**config.mk**
```make
export PLATFORM = sky130hd
export DESIGN_NAME = sbi_sdram_burst_core
export DESIGN_NICKNAME = d
export VERILOG_FILES = /design/src/pkg/sbi_pkg.sv /design/src/core/sbi_store_buffer.sv /design/src/core/sbi_sdram_burst_core.sv
export SDC_FILE = /design/constraint.sdc
export NUM_CORES = 1
export LEC_CHECK = 0
export BUFFER_PORTS_ARGS = -buffer_cell sky130_fd_sc_hd__buf_2
export CORE_UTILIZATION = 57
export DETAILED_ROUTE_END_ITERATION = 8
export PLACE_DENSITY = 0.78
export SETUP_SLACK_MARGIN = 0.5
export SYNTH_ARGS = -nofsm -noshare
export SYNTH_HDL_FRONTEND = slang
export SYNTH_HIERARCHICAL = 1
export SYNTH_SLANG_ARGS = --single-unit
```
**constraint.sdc**
```tcl
create_clock -name clk -period 7.7 [get_ports clk]
set_clock_uncertainty 0.05 [all_clocks]
set_input_delay 1.54 -clock clk [delete_from_list [all_inputs] [get_ports clk]]
set_output_delay 1.54 -clock clk [all_outputs]
set_load 0.01 [all_outputs]
```
**src/pkg/sbi_pkg.sv**
```systemverilog
/*
  Shared constants for the SDRAM burst interrupt and suspend core:
  pin widths, command codes, burst length codes and latencies.
  Assumes commands are coded on {cs_n, ras_n, cas_n, we_n}.
*/
package sbi_pkg;

  // ----------------------------------------------------------------
  // Widths and address fields
  // ----------------------------------------------------------------
  localparam int DATA_W    = 16;
  localparam int BYTE_W    = 8;
  localparam int ADDR_W    = 12;
  localparam int ROW_W     = 11;
  localparam int COL_W     = 8;
  localparam int BANKS     = 2;
  localparam int BANK_BIT  = 11;
  localparam int AP_BIT    = 10;
  localparam int STORE_W   = 1 + ROW_W + COL_W + 2 + DATA_W;
  localparam int STORE_DEPTH = 2;

  // ----------------------------------------------------------------
  // Commands and burst codes
  // ----------------------------------------------------------------
  localparam logic [3:0] CMD_ACT   = 4'h3;
  localparam logic [3:0] CMD_READ  = 4'h5;
  localparam logic [3:0] CMD_WRITE = 4'h4;
  localparam logic [3:0] CMD_PRE   = 4'h2;
  localparam logic [3:0] CMD_STOP  = 4'h6;

  localparam logic [2:0] BL_1    = 3'h0;
  localparam logic [2:0] BL_2    = 3'h1;
  localparam logic [2:0] BL_4    = 3'h2;
  localparam logic [2:0] BL_8    = 3'h3;
  localparam logic [2:0] BL_FULL = 3'h7;

  localparam logic [COL_W-1:0] WRAP_1    = 8'h00;
  localparam logic [COL_W-1:0] WRAP_2    = 8'h01;
  localparam logic [COL_W-1:0] WRAP_4    = 8'h03;
  localparam logic [COL_W-1:0] WRAP_8    = 8'h07;
  localparam logic [COL_W-1:0] WRAP_FULL = 8'hff;

  // ----------------------------------------------------------------
  // Latencies in clock cycles
  // ----------------------------------------------------------------
  localparam int READ_MASK_LATENCY   = 2;
  localparam int WRITE_RECOVERY_TIME = 2;
  localparam int CAS_LAT_TWO         = 2;
  localparam int CAS_LAT_THREE       = 3;

  typedef enum logic [1:0] {SBI_IDLE, SBI_READ, SBI_WRITE} sbi_state_type;

  // Column wrap mask, also the count of words after the first
  function automatic logic [COL_W-1:0] sbi_wrap(input logic [2:0] code);
    unique case (code)
      BL_2:    sbi_wrap = WRAP_2;
      BL_4:    sbi_wrap = WRAP_4;
      BL_8:    sbi_wrap = WRAP_8;
      BL_FULL: sbi_wrap = WRAP_FULL;
      default: sbi_wrap = WRAP_1;
    endcase
  endfunction

endpackage

```
**src/core/sbi_store_buffer.sv**
```systemverilog
/*
  Small valid/ready FIFO between the write burst engine and storage.
  Assumes both sides run on clk; the drain side may stall freely.
*/
`timescale 1ns/10ps
module sbi_store_buffer #(
  parameter int WIDTH = 8,
  parameter int DEPTH = 2
) (
  // Clock and reset
  input  wire logic             clk,
  input  wire logic             rst_n,
  // Fill side
  input  wire logic             in_valid,
  output logic                  in_ready,
  input  wire logic [WIDTH-1:0] in_data,
  // Drain side
  output logic                  out_valid,
  input  wire logic             out_ready,
  output logic [WIDTH-1:0]      out_data
);

  // ----------------------------------------------------------------
  // Storage and pointers
  // ----------------------------------------------------------------
  localparam int PTR_W = (DEPTH > 1) ? $clog2(DEPTH) : 1;
  localparam logic [PTR_W:0]   FULL_COUNT = (PTR_W+1)'(DEPTH);
  localparam logic [PTR_W-1:0] LAST_PTR   = PTR_W'(DEPTH - 1);

  logic [WIDTH-1:0] mem_reg [DEPTH];
  logic [PTR_W-1:0] wr_ptr_reg;
  logic [PTR_W-1:0] rd_ptr_reg;
  logic [PTR_W:0]   count_reg;
  logic             push;
  logic             pop;

  // Honest flags straight from the occupancy count
  assign in_ready  = count_reg != FULL_COUNT;
  assign out_valid = count_reg != '0;
  assign out_data  = mem_reg[rd_ptr_reg];
  assign push      = in_valid & in_ready;
  assign pop       = out_valid & out_ready;

  // Data words need no reset, only the pointers and count do
  always_ff @(posedge clk) begin
    if (push) begin
      mem_reg[wr_ptr_reg] <= in_data;
    end
  end

  // Pointer and occupancy update
  always_ff @(posedge clk or negedge rst_n) begin
    if (!rst_n) begin
      wr_ptr_reg <= '0;
      rd_ptr_reg <= '0;
      count_reg  <= '0;
    end else begin
      if (push) begin
        wr_ptr_reg <= (wr_ptr_reg == LAST_PTR) ? '0 : wr_ptr_reg + 1'b1;
      end
      if (pop) begin
        rd_ptr_reg <= (rd_ptr_reg == LAST_PTR) ? '0 : rd_ptr_reg + 1'b1;
      end
      if (push && !pop) begin
        count_reg <= count_reg + 1'b1;
      end else if (pop && !push) begin
        count_reg <= count_reg - 1'b1;
      end
    end
  end

endmodule

```
**src/core/sbi_sdram_burst_core.sv**
```systemverilog
/*
  Two-bank SDRAM burst engine: precharge and burst-stop termination,
  byte masking, burst-read/single-write and clock suspend.
  Assumes pins arrive from outside the clk domain and that storage
  answers a fetch with data in the same cycle.
*/
`timescale 1ns/10ps
module sbi_sdram_burst_core
  import sbi_pkg::*;
(
  // Clock and reset
  input  wire logic              clk,
  input  wire logic              arst_n,
  // Command pins
  input  wire logic              cs_n,
  input  wire logic              ras_n,
  input  wire logic              cas_n,
  input  wire logic              we_n,
  input  wire logic              cke,
  input  wire logic [ADDR_W-1:0] addr,
  input  wire logic              upper_byte_mask,
  input  wire logic              lower_byte_mask,
  // Data pins
  input  wire logic [DATA_W-1:0] dq_in,
  output logic [DATA_W-1:0]      dq_out,
  output logic [1:0]             dq_oe,
  // Mode settings
  input  wire logic              cas_latency_three,
  input  wire logic [2:0]        burst_len_code,
  input  wire logic              single_write_mode,
  // Storage write stream
  output logic                   store_valid,
  input  wire logic              store_ready,
  output logic                   store_bank,
  output logic [ROW_W-1:0]       store_row,
  output logic [COL_W-1:0]       store_col,
  output logic [1:0]             store_byte_en,
  output logic [DATA_W-1:0]      store_data,
  // Storage read port
  output logic                   fetch_en,
  output logic                   fetch_bank,
  output logic [ROW_W-1:0]       fetch_row,
  output logic [COL_W-1:0]       fetch_col,
  input  wire logic [DATA_W-1:0] fetch_data,
  // Status
  output logic                   suspended,
  output logic                   write_stall,
  output logic [BANKS-1:0]       bank_open
);

  // ----------------------------------------------------------------
  // Reset release and pin synchronisers
  // ----------------------------------------------------------------
  localparam int PIN_W = 4 + 1 + ADDR_W + 2 + DATA_W;

  logic             rst_s1_reg;
  logic             rst_n_reg;
  logic [PIN_W-1:0] pin_s1_reg;
  logic [PIN_W-1:0] pin_s2_reg;

  // Release is synchronous so no flop sees a ragged deassertion
  always_ff @(posedge clk or negedge arst_n) begin
    if (!arst_n) begin
      rst_s1_reg <= 1'b0;
      rst_n_reg  <= 1'b0;
    end else begin
      rst_s1_reg <= 1'b1;
      rst_n_reg  <= rst_s1_reg;
    end
  end

  // Two stages on every pin; only the second stage is decoded
  always_ff @(posedge clk or negedge rst_n_reg) begin
    if (!rst_n_reg) begin
      pin_s1_reg <= '0;
      pin_s2_reg <= '0;
    end else begin
      pin_s1_reg <= {cs_n, ras_n, cas_n, we_n, cke, addr,
                     upper_byte_mask, lower_byte_mask, dq_in};
      pin_s2_reg <= pin_s1_reg;
    end
  end

  logic              p_cs_n;
  logic              p_ras_n;
  logic              p_cas_n;
  logic              p_we_n;
  logic              p_cke;
  logic [ADDR_W-1:0] p_addr;
  logic              p_umask;
  logic              p_lmask;
  logic [DATA_W-1:0] p_dq;

  assign {p_cs_n, p_ras_n, p_cas_n, p_we_n, p_cke, p_addr,
          p_umask, p_lmask, p_dq} = pin_s2_reg;

  // ----------------------------------------------------------------
  // Clock suspend and command decode
  // ----------------------------------------------------------------
  logic run_reg;

  // Enable seen at one edge governs the following edge
  always_ff @(posedge clk or negedge rst_n_reg) begin
    if (!rst_n_reg) begin
      run_reg <= 1'b0;
    end else begin
      run_reg <= p_cke;
    end
  end

  sbi_state_type     state_reg;
  logic              bank_reg;
  logic [COL_W-1:0]  col_reg;
  logic [COL_W-1:0]  left_reg;
  logic [COL_W-1:0]  wrap_reg;
  logic              full_reg;
  logic              auto_pre_reg;
  logic [ROW_W-1:0]  row_reg [BANKS];
  logic [BANKS-1:0]  bank_open_reg;

  logic [3:0]        cmd;
  logic              is_act;
  logic              is_read;
  logic              is_write;
  logic              is_pre;
  logic              is_stop;
  logic              cmd_bank;
  logic              cmd_ap;
  logic [COL_W-1:0]  cmd_col;
  logic [COL_W-1:0]  cmd_wrap;
  logic              new_col;
  logic              pre_hit;
  logic              plain;
  logic [1:0]        byte_en;
  logic              store_want;
  logic              fetch_want;
  logic              buf_in_ready;
  logic              stall;
  logic              adv;
  logic              cur_bank;
  logic [COL_W-1:0]  cur_col;
  logic              cmd_last;
  logic              word_last;

  // Nothing decodes while suspended
  assign cmd      = {p_cs_n, p_ras_n, p_cas_n, p_we_n};
  assign is_act   = run_reg && cmd == CMD_ACT;
  assign is_read  = run_reg && cmd == CMD_READ;
  assign is_write = run_reg && cmd == CMD_WRITE;
  assign is_pre   = run_reg && cmd == CMD_PRE;
  assign is_stop  = run_reg && cmd == CMD_STOP;
  assign cmd_bank = p_addr[BANK_BIT];
  assign cmd_ap   = p_addr[AP_BIT];
  assign cmd_col  = p_addr[COL_W-1:0];
  assign cmd_wrap = sbi_wrap(burst_len_code);
  assign new_col  = is_read || is_write;

  // Precharge ends a burst only on its own bank or on all banks
  assign pre_hit = is_pre && state_reg != SBI_IDLE &&
                   (cmd_ap || cmd_bank == bank_reg);
  // A suspended core neither stores nor fetches burst words
  assign plain   = run_reg && state_reg != SBI_IDLE && !new_col &&
                   !is_stop && !pre_hit;

  // Upper mask owns bit one of the byte enables
  assign byte_en = ~{p_umask, p_lmask};

  // A word is stored only on a live write cycle with a byte unmasked
  assign store_want = (is_write || (plain && state_reg == SBI_WRITE)) &&
                      (|byte_en);
  assign fetch_want = is_read || (plain && state_reg == SBI_READ);

  // A full buffer freezes the core like a suspend; pin data then drops
  assign stall       = store_want && !buf_in_ready;
  assign adv         = run_reg && !stall;
  assign write_stall = stall;
  assign suspended   = !run_reg;
  assign bank_open   = bank_open_reg;

  assign cur_bank = new_col ? cmd_bank : bank_reg;
  assign cur_col  = new_col ? cmd_col : col_reg;

  // Natural end of a burst, for auto-precharge
  assign cmd_last  = new_col && (cmd_wrap == WRAP_1 ||
                     (is_write && single_write_mode));
  assign word_last = plain && !full_reg && left_reg == 8'h01;

  // ----------------------------------------------------------------
  // Burst engine
  // ----------------------------------------------------------------
  // Sequential step inside the aligned burst block
  function automatic logic [COL_W-1:0] step_col(
    input logic [COL_W-1:0] col,
    input logic [COL_W-1:0] wrap
  );
    step_col = (col & ~wrap) | ((col + 1'b1) & wrap);
  endfunction

  // State, column and count; all frozen while not advancing
  always_ff @(posedge clk or negedge rst_n_reg) begin
    if (!rst_n_reg) begin
      state_reg    <= SBI_IDLE;
      bank_reg     <= 1'b0;
      col_reg      <= '0;
      left_reg     <= '0;
      wrap_reg     <= '0;
      full_reg     <= 1'b0;
      auto_pre_reg <= 1'b0;
    end else if (adv) begin
      if (new_col) begin
        bank_reg     <= cmd_bank;
        col_reg      <= step_col(cmd_col, cmd_wrap);
        wrap_reg     <= cmd_wrap;
        full_reg     <= burst_len_code == BL_FULL;
        auto_pre_reg <= cmd_ap && burst_len_code != BL_FULL;
        if (is_write && single_write_mode) begin
          left_reg  <= '0;
          state_reg <= SBI_IDLE;
        end else begin
          left_reg  <= cmd_wrap;
          state_reg <= (cmd_wrap == WRAP_1) ? SBI_IDLE :
                       (is_read ? SBI_READ : SBI_WRITE);
        end
      end else if (is_stop || pre_hit) begin
        state_reg <= SBI_IDLE;
      end else if (state_reg != SBI_IDLE) begin
        // Counter runs on even when both bytes are masked
        col_reg <= step_col(col_reg, wrap_reg);
        if (!full_reg) begin
          left_reg <= left_reg - 1'b1;
          if (left_reg == 8'h01) begin
            state_reg <= SBI_IDLE;
          end
        end
      end
    end
  end

  // Open rows and bank state
  always_ff @(posedge clk or negedge rst_n_reg) begin
    if (!rst_n_reg) begin
      bank_open_reg <= '0;
      for (int b = 0; b < BANKS; b++) begin
        row_reg[b] <= '0;
      end
    end else if (adv) begin
      if (is_act) begin
        bank_open_reg[cmd_bank] <= 1'b1;
        row_reg[cmd_bank]       <= p_addr[ROW_W-1:0];
      end else if (is_pre && cmd_ap) begin
        bank_open_reg <= '0;
      end else if (is_pre) begin
        bank_open_reg[cmd_bank] <= 1'b0;
      end else if ((cmd_last && cmd_ap) || (word_last && auto_pre_reg)) begin
        bank_open_reg[cur_bank] <= 1'b0;
      end
    end
  end

  // ----------------------------------------------------------------
  // Storage ports
  // ----------------------------------------------------------------
  logic [STORE_W-1:0] buf_out_data;

  assign fetch_en   = fetch_want && adv;
  assign fetch_bank = cur_bank;
  assign fetch_row  = row_reg[cur_bank];
  assign fetch_col  = cur_col;

  sbi_store_buffer #(
    .WIDTH (STORE_W),
    .DEPTH (STORE_DEPTH)
  ) u_store_buffer (
    .clk       (clk),
    .rst_n     (rst_n_reg),
    .in_valid  (store_want),
    .in_ready  (buf_in_ready),
    .in_data   ({cur_bank, row_reg[cur_bank], cur_col, byte_en, p_dq}),
    .out_valid (store_valid),
    .out_ready (store_ready),
    .out_data  (buf_out_data)
  );

  assign {store_bank, store_row, store_col, store_byte_en, store_data} =
    buf_out_data;

  // ----------------------------------------------------------------
  // Read output pipeline
  // ----------------------------------------------------------------
  logic [DATA_W-1:0] pipe0_data_reg;
  logic [DATA_W-1:0] pipe1_data_reg;
  logic              pipe0_valid_reg;
  logic              pipe1_valid_reg;
  logic [1:0]        mask_d1_reg;
  logic [DATA_W-1:0] dq_out_reg;
  logic [1:0]        dq_oe_reg;
  logic              sel_valid;
  logic [DATA_W-1:0] sel_data;

  // Tap picks CAS latency; words already fetched drain after a stop
  assign sel_valid = cas_latency_three ? pipe1_valid_reg : pipe0_valid_reg;
  assign sel_data  = cas_latency_three ? pipe1_data_reg : pipe0_data_reg;
  assign dq_out    = dq_out_reg;
  assign dq_oe     = dq_oe_reg;

  // Mask passes one stage then gates the output flop: two cycles
  always_ff @(posedge clk or negedge rst_n_reg) begin
    if (!rst_n_reg) begin
      pipe0_data_reg  <= '0;
      pipe1_data_reg  <= '0;
      pipe0_valid_reg <= 1'b0;
      pipe1_valid_reg <= 1'b0;
      mask_d1_reg     <= '0;
      dq_out_reg      <= '0;
      dq_oe_reg       <= '0;
    end else if (adv) begin
      pipe0_data_reg  <= fetch_data;
      pipe0_valid_reg <= fetch_en;
      pipe1_data_reg  <= pipe0_data_reg;
      pipe1_valid_reg <= pipe0_valid_reg;
      mask_d1_reg     <= {p_umask, p_lmask};
      dq_out_reg      <= sel_data;
      dq_oe_reg       <= {2{sel_valid}} & ~mask_d1_reg;
    end
  end
endmodule

```
==> flow_summary.toml, run 1 <==
[finish]
stdcell_area_sq_um = 11800
largest_register_ffs = 76
area_growth_pct = 17.1
drive_above_1_share_pct = 30.2
nets = 958

[clock_network]
h-tree-depth = 1
cts_root_buf = "clkbuf_16"
clk-insertion-delay-late_ns = 0.53
post_cts_buffers = 0
holdBufCountCts = 0
clockBufferDepth = 3
cts_tree = "built"
worst_setup_hold_path_clk_slew_ns = 0.06
numCtsBuffers = 25
cts_resized = 0
cts_num_sinks = 256

[place]
io_buffers = 140
hpwl_um = 12300
gp_congestion = 0.848
dpl_cell_area_sq_um = 10900

[logic_synthesis]
synth.top_cells.by_count = "dfrtp_1 (180), nand2_1 (157), edfxtp_1 (76)"
syn-cell-area_sq_um = 10100
synth_fp_nets = 820
ys_warn_count = 6
synthTopCellsByArea = "dfrtp_1 (45%), edfxtp_1 (23%), mux2_2 (7.0%)"
async_flop_share_pct = 70.3
synth-seq-cells = 256
ys_types = 67
synth_edf_count = 76
synth_flop_cell = "dfrtp_1"
syn-instance-count = 756
postSynthAreaPerCell_sq_um = 13.3
yosys.area.top_type_share_pct = 44.7
yosysTopAreaCell = "dfrtp_1"
synth.most_common_cell = "dfrtp_1"
ys_seq_area_share_pct = 67.3

[sta]
final.setup.tns_ns = 0
fmax_mhz = 227
setup_violations = 0
hold_viol = 0
worst_pin_slew_ns = 1.06
report.final.slew_viol_count = 0
layout_min_cycle_time_ns = 4.40
max_slew_margin_pct = 29.1
timing.hold.ws_ns = 0.125
finalCritPeriodShare_pct = 57.1
grt_setup_unrepaired = "false"

[worst_setup_path]
reg2regPathDepth = 6
crit_arrival_ns = 2.81
slowest_delay_ns = 0.77
crit_required_ns = 6.11
cp.depth = 5
worstPathBufferInverterCount = 2
timing_worst_setup_path_type = "reg -> out"
cpLargestDelayFamily = "simple AND/OR/NAND/NOR gates"
cp_slowest_cell = "and4bb_2"
cp_max_fo = 30
cp-start-kind = "register"
crit_chain = "and4bb_2, mux2i_1, buf_4, mux2_2, buf_2"
end_kind = "output port"

[grt]
grt_first_pass_wirelength_um = 31400
grt_antenna_before_repair = 2
grt_max_degree = 85
track_usage_pct = 22.0
grt_pass1_vias = 6197
globalRouteOverflowTotal = 0

[pwr]
intPower_uw = 2650
pwr-share-comb_pct = 19.1
p_sw_uw = 1020
power_frac_seq_pct = 47.1
p_sw_share_pct = 27.7
ir_drop_mv = 0.198
power_frac_clock_pct = 33.8
powerDensity_nw_per_um2 = 311
finalPower_uw = 3670
leakagePower_uw = 0.00529

[floorplanning]
die-height_um = 135
die_w_um = 135
ios = 141
die-area_sq_um = 18200
rows = 48
core_area_sq_um = 17300
start_util_pct = 58.3

[job]
cap_violations = 0

[route]
firstDrtPassIters = 5
routed-via-count = 6256
routed_via_density = 5.49
drc_errors = 0
wirelength_um = 19800
routedWlPerCell_um = 17.4
drtAntennaViolNets = 0
drt_iter0_drc = 438

[outcome]
status = "completed"

[hold_path]
holdCritPathClass = "reg -> async"
==> metrics by stage <==
| step | worst slack, ns | instances | util [%] |
|---|---|---|---|
| finish | 3.30 | 1140 | 68.3 |
| CTS | 3.31 | 1138 | 68.3 |
| global route | 3.20 | 1139 | 68.3 |
| global placement | 3.94 | 1092 | 63.3 |
| floorplan | 2.26 | 756 | - |
| detailed placement | 3.89 | 1092 | 63.3 |
==> power groups by stage <==
stage / registers, uW / logic (uW) / clock network [uW]
floorplan: 1700 / 513 / 0
global placement: 1750 / 679 / 0
detailed placement: 1750 / 697 / 0
CTS: 1730 / 706 / 1270
global route: 1750 / 770 / 1320
finish: 1730 / 700 / 1240
==> metal layers <==
layer  part of all wire (%)  global-route usage [%]
met1                     43                    29.9
met3                    6.3                    3.98
met5                      0                       0
met2                     48                    36.4
met4                    2.2                    6.62
==> logic make-up after synthesis <==
family | synth area share [%]
AOI/OAI and AO/OA | 7.69
xor gates and xnor gates | 1.04
adders and majority gates | 0.720
buffers and inverters | 2.75
DFF | 67.3
muxes | 10.6
other | 0.0372
and+or+nand+nor | 9.91
==> worst reg2reg max path, cell delays in order, from the launching register on <==
cell and delay (ns):
dfrtp_1 0.43, xor2_1 0.41, o2bb2ai_4 0.24, o21ai_0 0.22
o21a_1 0.24, a21oi_1 0.19, and3_2 0.87
==> layout by cell type, fill, tap and decap left out, types with 3 or more instances in the layout <==
| cell type | count |
|---|---|
| o31ai_1 | 4 |
| and3_1 | 4 |
| a2bb2oi_1 | 4 |
| ha_1 | 5 |
| buf_2 | 140 |
| nand2_1 | 157 |
| mux2i_1 | 19 |
| clkbuf_16 | 27 |
| a21oi_1 | 14 |
| mux2_2 | 63 |
| o22a_1 | 3 |
| o21ai_0 | 41 |
| xor2_1 | 6 |
| clkbuf_1 | 9 |
| inv_1 | 14 |
| o22ai_1 | 6 |
| mux2_4 | 11 |
| clkbuf_8 | 7 |
| nand4_1 | 4 |
| xnor2_1 | 6 |
| nor3_1 | 7 |
| a21o_1 | 3 |
| a31oi_1 | 9 |
| buf_4 | 7 |
| dfrtp_1 | 178 |
| nand3_1 | 12 |
| nor2_1 | 19 |
| o32a_1 | 5 |
| edfxtp_1 | 76 |
==> final timing paths <==
| check | from | slack [ns] | endpoint |
|---|---|---|---|
| worst min register to register | rst_n_reg | 0.13 | pin_s1_reg[10] |
| worst max register to register | pin_s2_reg[29] | 4.63 | u_store_buffer/mem_reg[1][6] |
| max in group asynchronous | rst_n_reg | 5.28 | pipe1_data_reg[4] |
| min in group clk | pin_s1_reg[16] | 0.30 | pin_s2_reg[16] |
| worst max-delay path | pin_s2_reg[34] | 3.30 | fetch_row[0] |
| worst min-delay path | rst_n_reg | 0.13 | pin_s1_reg[10] |
==> cell type report <==
type	count	area, sq um
Clock inverter	3	57.6
Tap cell	225	282
Timing Repair Buffer	147	753
Clock buffer	43	806
Inverter	14	52.6
Antenna cell	2	5.00
Multi-Input combinational cell	450	3060
Sequential cell	256	6790
Fill cell	1248	5490
Power figures use the tool's default switching activity.
==> run 2: changes to the inputs <==
Settings changed: ABC_AREA from default to 1, CORE_UTILIZATION 57 to 51, PLACE_DENSITY 0.78 to 0.74.
Clock period 7.7 ns to 3.6 ns, I/O delays scaled along.
==> run 2 against run 1 <==
Via count grew 14%. Sequential power grew 110%. Wire length grew 3.6%. Combinational power grew 150%. Total power grew 120%. Die area grew 12%.
==> flow_summary.toml, run 2 <==
[logic_synthesis]
synth_flop_cell = "dfrtp_1"
synth_compound_area_share_pct = 5.58
yosys.area_share.adder_pct = 0.618
synth_edf_count = 76
syn-cell-area_sq_um = 10100
ys_types = 39
synth.most_common_cell = "nand2_1"
yosys.area.top_type_share_pct = 44.5
yosysTopAreaCell = "dfrtp_1"
ys_warn_count = 6
synth.top_cells.by_count = "nand2_1 (447), dfrtp_1 (180), edfxtp_1 (76)"
ys_seq_area_share_pct = 67.0
muxShareOfSynthArea_pct = 0
synth_fp_nets = 1078
synth-seq-cells = 256
yosys.area_share.simple_pct = 21.1
async_flop_share_pct = 70.3
synth_top_family_by_area = "simple AND/OR/NAND/NOR gates"
synthTopCellsByArea = "dfrtp_1 (44%), edfxtp_1 (23%), nand2_1 (17%)"
syn-instance-count = 1014
synth_xor_area_share_pct = 1.04
postSynthAreaPerCell_sq_um = 9.99

[outcome]
status = "completed"

[route]
firstDrtPassIters = 5
routed-via-count = 7141
routedWlPerCell_um = 14.1
routed_via_density = 4.92
drtAntennaViolNets = 0
wirelength_um = 20500
drt_iter0_drc = 565
drc_errors = 0

[floorplanning]
start_util_pct = 52.0
rows = 51
die-area_sq_um = 20400
die_w_um = 143
die-height_um = 143
core_area_sq_um = 19500
ios = 141

[sta]
fmax_mhz = 334
final.setup.tns_ns = 0
setup_violations = 0
max_slew_margin_pct = 54.1
layout_min_cycle_time_ns = 3.00
report.final.slew_viol_count = 0
finalCritPeriodShare_pct = 83.2
hold_viol = 0
timing.final.ws_setup_ns = 0.604
grt_setup_unrepaired = "true"
worst_pin_slew_ns = 0.687

[hold_path]
holdCritPathClass = "in -> reg"
min_from = "addr[3]"

[finish]
drive_above_1_share_pct = 19.6
layout_common_cells = "nand2_1 (447), dfrtp_1 (179), buf_2 (140)"
nets = 1233
final_common_cell = "nand2_1"
stdcell_area_sq_um = 12000
nFillCells = 1571
fin_cells = 1452
largest_register_ffs = 76
insertedDiodeCount = 0
area_growth_pct = 18.8

[clock_network]
clk-insertion-delay-late_ns = 0.51
cts_root_buf = "clkbuf_16"
numCtsBuffers = 25
clockBufferDepth = 3
h-tree-depth = 1
cts_tree = "built"
cts_num_sinks = 256
worst_setup_hold_path_clk_slew_ns = 0.06

[pwr]
finalPower_uw = 7980
power_frac_clock_pct = 33.5
intPower_uw = 5580
ir_drop_mv = 0.349
pwr-share-comb_pct = 21.5
power_frac_seq_pct = 45.0
leakagePower_uw = 0.00590
p_sw_uw = 2400
powerDensity_nw_per_um2 = 663
p_sw_share_pct = 30.1

[grt]
grt_first_pass_wirelength_um = 32800
grt_pass1_vias = 6660
grt_antenna_before_repair = 0
globalRouteOverflowTotal = 0
track_usage_pct = 20.4
grt_max_degree = 92

[worst_setup_path]
cp-start-kind = "register"
cp_slowest_cell = "dfrtp_1"
cp-endpoint = "fetch_row[10]"
rr_endpoint = "u_store_buffer/mem_reg[0][34]"
crit_required_ns = 2.83
cp_max_fo = 14
worstPathBufferInverterCount = 3
r2r_start = "run_reg"
crit_arrival_ns = 2.23
cpLargestDelayFamily = "simple AND/OR/NAND/NOR gates"
end_kind = "output port"
reg2regPathDepth = 12
reg2reg_slack_ns = 0.90
cp.depth = 9
crit_chain = "buf_4, nand2_1, nor2_4, nand2_4, o21ai_1, buf_6, nand2_1, nand2_1, buf_2"
timing_worst_setup_path_type = "reg -> out"
worstSetupStartpoint = "run_reg"
slowest_delay_ns = 0.32
cp_common_cell = "nand2_1"

[place]
dpl_cell_area_sq_um = 11100
io_buffers = 140
dpl.cell_count = 1398
gp_congestion = 0.885
pre_cts_ws_ns = 0.804
hpwl_um = 13500

[job]
cap_violations = 0
-- run 2: what timing repair did --
action,4_1_cts,5_1_grt
resized for setup,1,4
endpoints found under the setup margin,2,16
pin swaps,0,2
hold endpoints to repair,2,0
buffers inserted,0,7
hold buffers,1,0
cloned,0,1
-- run 2: how the worst min path moves through the flow --
stage	cells past startpoint	end	slack, ns
after global routing	1	pin_s1_reg[32]	0.24
after floorplan	0	rst_n_reg	0.28
final	1	pin_s1_reg[21]	0.26
after global placement	0	pin_s2_reg[9]	0.28
after CTS	1	pin_s1_reg[34]	0.24
after detailed placement	0	pin_s2_reg[33]	0.28
-- run 2: worst register-to-register path, stage by stage (launching register included) --
cell and delay (ns):
dfrtp_1 0.36, buf_4 0.18, nand2_1 0.14, nor2_4 0.07
nand2_4 0.15, nand2_1 0.08, nor2_2 0.13, nand3_1 0.09
nand2_1 0.13, and2_1 0.15, nand2_1 0.17, nor2_4 0.11
buf_4 0.47
-- run 2: through the flow --
| stage | utilization [%] | hold slack, ns |
|---|---|---|
| floorplan | - | 0.281 |
| CTS | 61.4 | 0.237 |
| global route | 61.8 | 0.238 |
| global placement | 57.0 | 0.282 |
| detailed placement | 57.0 | 0.285 |
| finish | 61.8 | 0.263 |
-- run 2: metal layers --
layer  track usage [%]  wire length (um)  up-vias
met5                 0                 0        -
met3              3.59              1110       38
met2              34.1             10000      193
li1                  -                 -     3541
met1              27.2              8950     3369
met4              6.23               443        0
-- run 2: cell type report --
cell class	instances	area, sq um	share of cell area (%)
clock buffer	27	653	5.43
timing repair buffer	161	877	7.29
multi-input combinational	655	2910	24.2
inverter	70	265	2.20
sequential	256	6790	56.4
clock inverter	18	204	1.70
tap	265	332	2.76
-- run 2: kinds of logic (layout without fill, tap and decap cells) --
family                     after synthesis  after routing
and+or+nand+nor                        537            538
DFF                                    256            256
buffers and inverters                  104            276
AOI/OAI and AO/OA                       99             99
xor gates and xnor gates                12             12
adders and majority gates                5              5
other                                    1              1
-- run 2: power by group through the flow --
stage          registers [uW]  logic [uW]  clock network (uW)
3_3_place_gp             3630        1660                   0
2_1_floorplan            3620        1130                   0
5_1_grt                  3630        1960                2850
3_5_place_dp             3640        1710                   0
6_report                 3590        1720                2670
4_1_cts                  3590        1730                2730
==> run 3: changes to the inputs <==
Settings changed: ABC_AREA 1 to 0, CORE_UTILIZATION 51 to 57, PLACE_DENSITY 0.74 to 0.78.
Clock period 3.6 ns to 3.1 ns, I/O delays scaled along.
==> run 3 against run 2 <==
Sequential power grew 19%. Global-route usage rose by 3.7 points. Non-clock buffer count grew 31. Clock-buffer cell count is 7 higher. Critical path type unchanged.
==> flow_summary.toml, run 3 (synthesized netlist as in run 1, its figures left out) <==
[hold_path]
holdCritPathClass = "in -> reg"

[floorplanning]
die_w_um = 135
core_area_sq_um = 17300
die-height_um = 135
start_util_pct = 58.3
die-area_sq_um = 18200
rows = 48
ios = 141

[worst_setup_path]
cp-start-kind = "register"
crit_required_ns = 2.43
reg2reg_slack_ns = 0.60
slowest_delay_ns = 0.38
cp_slowest_cell = "dfrtp_1"
crit_chain = "and4bb_2, mux2i_4, buf_8, mux2_4, buf_6"
crit_arrival_ns = 2.27
timing_worst_setup_path_type = "reg -> out"
cp_max_fo = 7
end_kind = "output port"

[grt]
grt_antenna_before_repair = 0
grt_max_degree = 54
track_usage_pct = 24.1
globalRouteOverflowTotal = 0
grt_pass1_vias = 6599
grt_first_pass_wirelength_um = 34000

[clock_network]
cts_tree = "built"
numCtsBuffers = 25
cts_root_buf = "clkbuf_16"
clk-insertion-delay-late_ns = 0.52
worst_setup_hold_path_clk_slew_ns = 0.07
h-tree-depth = 1
clockBufferDepth = 3
cts_num_sinks = 256

[finish]
nFillCells = 1104
drive_above_1_share_pct = 36.1
insertedDiodeCount = 0
fin_cells = 1183
nets = 1003
largest_register_ffs = 76
layout_common_cells = "dfrtp_1 (175), nand2_1 (144), buf_2 (120)"
final_common_cell = "dfrtp_1"
area_growth_pct = 24.9

[sta]
max_slew_margin_pct = 50.4
setup_violations = 0
hold_viol = 0
final.setup.tns_ns = 0
report.final.slew_viol_count = 0
fmax_mhz = 340
layout_min_cycle_time_ns = 2.94
grt_setup_unrepaired = "true"
timing.hold.ws_ns = 0.154
worst_pin_slew_ns = 0.744
finalCritPeriodShare_pct = 94.9

[pwr]
p_sw_uw = 2720
p_sw_share_pct = 28.7
intPower_uw = 6770
ir_drop_mv = 0.461
power_frac_clock_pct = 31.6
pwr-share-comb_pct = 23.3
leakagePower_uw = 0.00565
power_frac_seq_pct = 45.1
powerDensity_nw_per_um2 = 754

[route]
drc_errors = 0
routed-via-count = 6657
wirelength_um = 22000
drt_iter0_drc = 529
drtAntennaViolNets = 0
routedWlPerCell_um = 18.6
routed_via_density = 5.63
firstDrtPassIters = 7

[place]
gp_congestion = 0.904
io_buffers = 140
hpwl_um = 13100
dpl.cell_count = 1100

[job]
cap_violations = 0

[outcome]
status = "completed"
-- run 3: cell type report --
class / count / area, sq um / share of cell area (%)
sequential: 256 / 6800 / 54.0
multi-input combinational: 450 / 3280 / 26.0
timing repair buffer: 192 / 1370 / 10.8
clock buffer: 34 / 701 / 5.56
tap: 225 / 282 / 2.24
clock inverter: 12 / 115 / 0.914
inverter: 14 / 55.1 / 0.437
-- run 3: critical path, delay by kind of cell, from the launching register on --
family / cells / cell delay [ns]
multiplexers: 2 / 0.68
flip-flops: 1 / 0.38
AND/OR/NAND/NOR: 1 / 0.35
buffers and inverters: 2 / 0.34
-- run 3: final timing paths --
| check | depth (start not counted) | to | start |
|---|---|---|---|
| setup / recovery | 5 | fetch_row[10] | pin_s2_reg[34] |
| hold / removal | 1 | pin_s1_reg[20] | addr[2] |
| setup reg to reg | 7 | wrap_reg[0] | pin_s2_reg[34] |
| hold reg to reg | 0 | pin_s2_reg[8] | pin_s1_reg[8] |
| max in group asynchronous | 1 | asynchronous set/reset pin | rst_n_reg |
| min in group asynchronous | 0 | pin_s2_reg[5] | rst_n_reg |
-- run 3: per-layer routing --
layer | part of all wire [%] | vias to the layer above | GRT usage [%]
met4 | 2.4 | 0 | 8.93
li1 | - | 3040 | -
met5 | 0 | - | 0
met3 | 7.7 | 51 | 4.28
met1 | 41 | 3269 | 32.9
met2 | 49 | 297 | 38.8
-- run 3: what timing repair did --
item,in CTS,in global routing
setup buffers,24,10
hold buffers,1,0
endpoints found under the hold margin,2,0
setup endpoints to repair,31,87
gates resized for setup,68,22
pin swaps,7,9
gates cloned,2,0
-- run 3: stage by stage --
stage	power (uW)	worst slack [ns]	instance area [sq um]	utilization, %
3_5_place_dp	6130	0.523	11100	64.1
4_1_cts	9370	0.136	12400	71.8
6_report	9490	0.157	12600	72.8
2_1_floorplan	5500	0.511	10100	-
3_3_place_gp	6080	0.559	11100	64.1
5_1_grt	9890	0.101	12600	72.8
-- run 3: power groups by stage --
stage,logic [uW],clock network [uW],registers [uW]
floorplan,1280,0,4230
global placement,1800,0,4280
detailed placement,1830,0,4300
CTS,2090,3030,4250
global route,2380,3170,4340
finish,2210,3000,4280
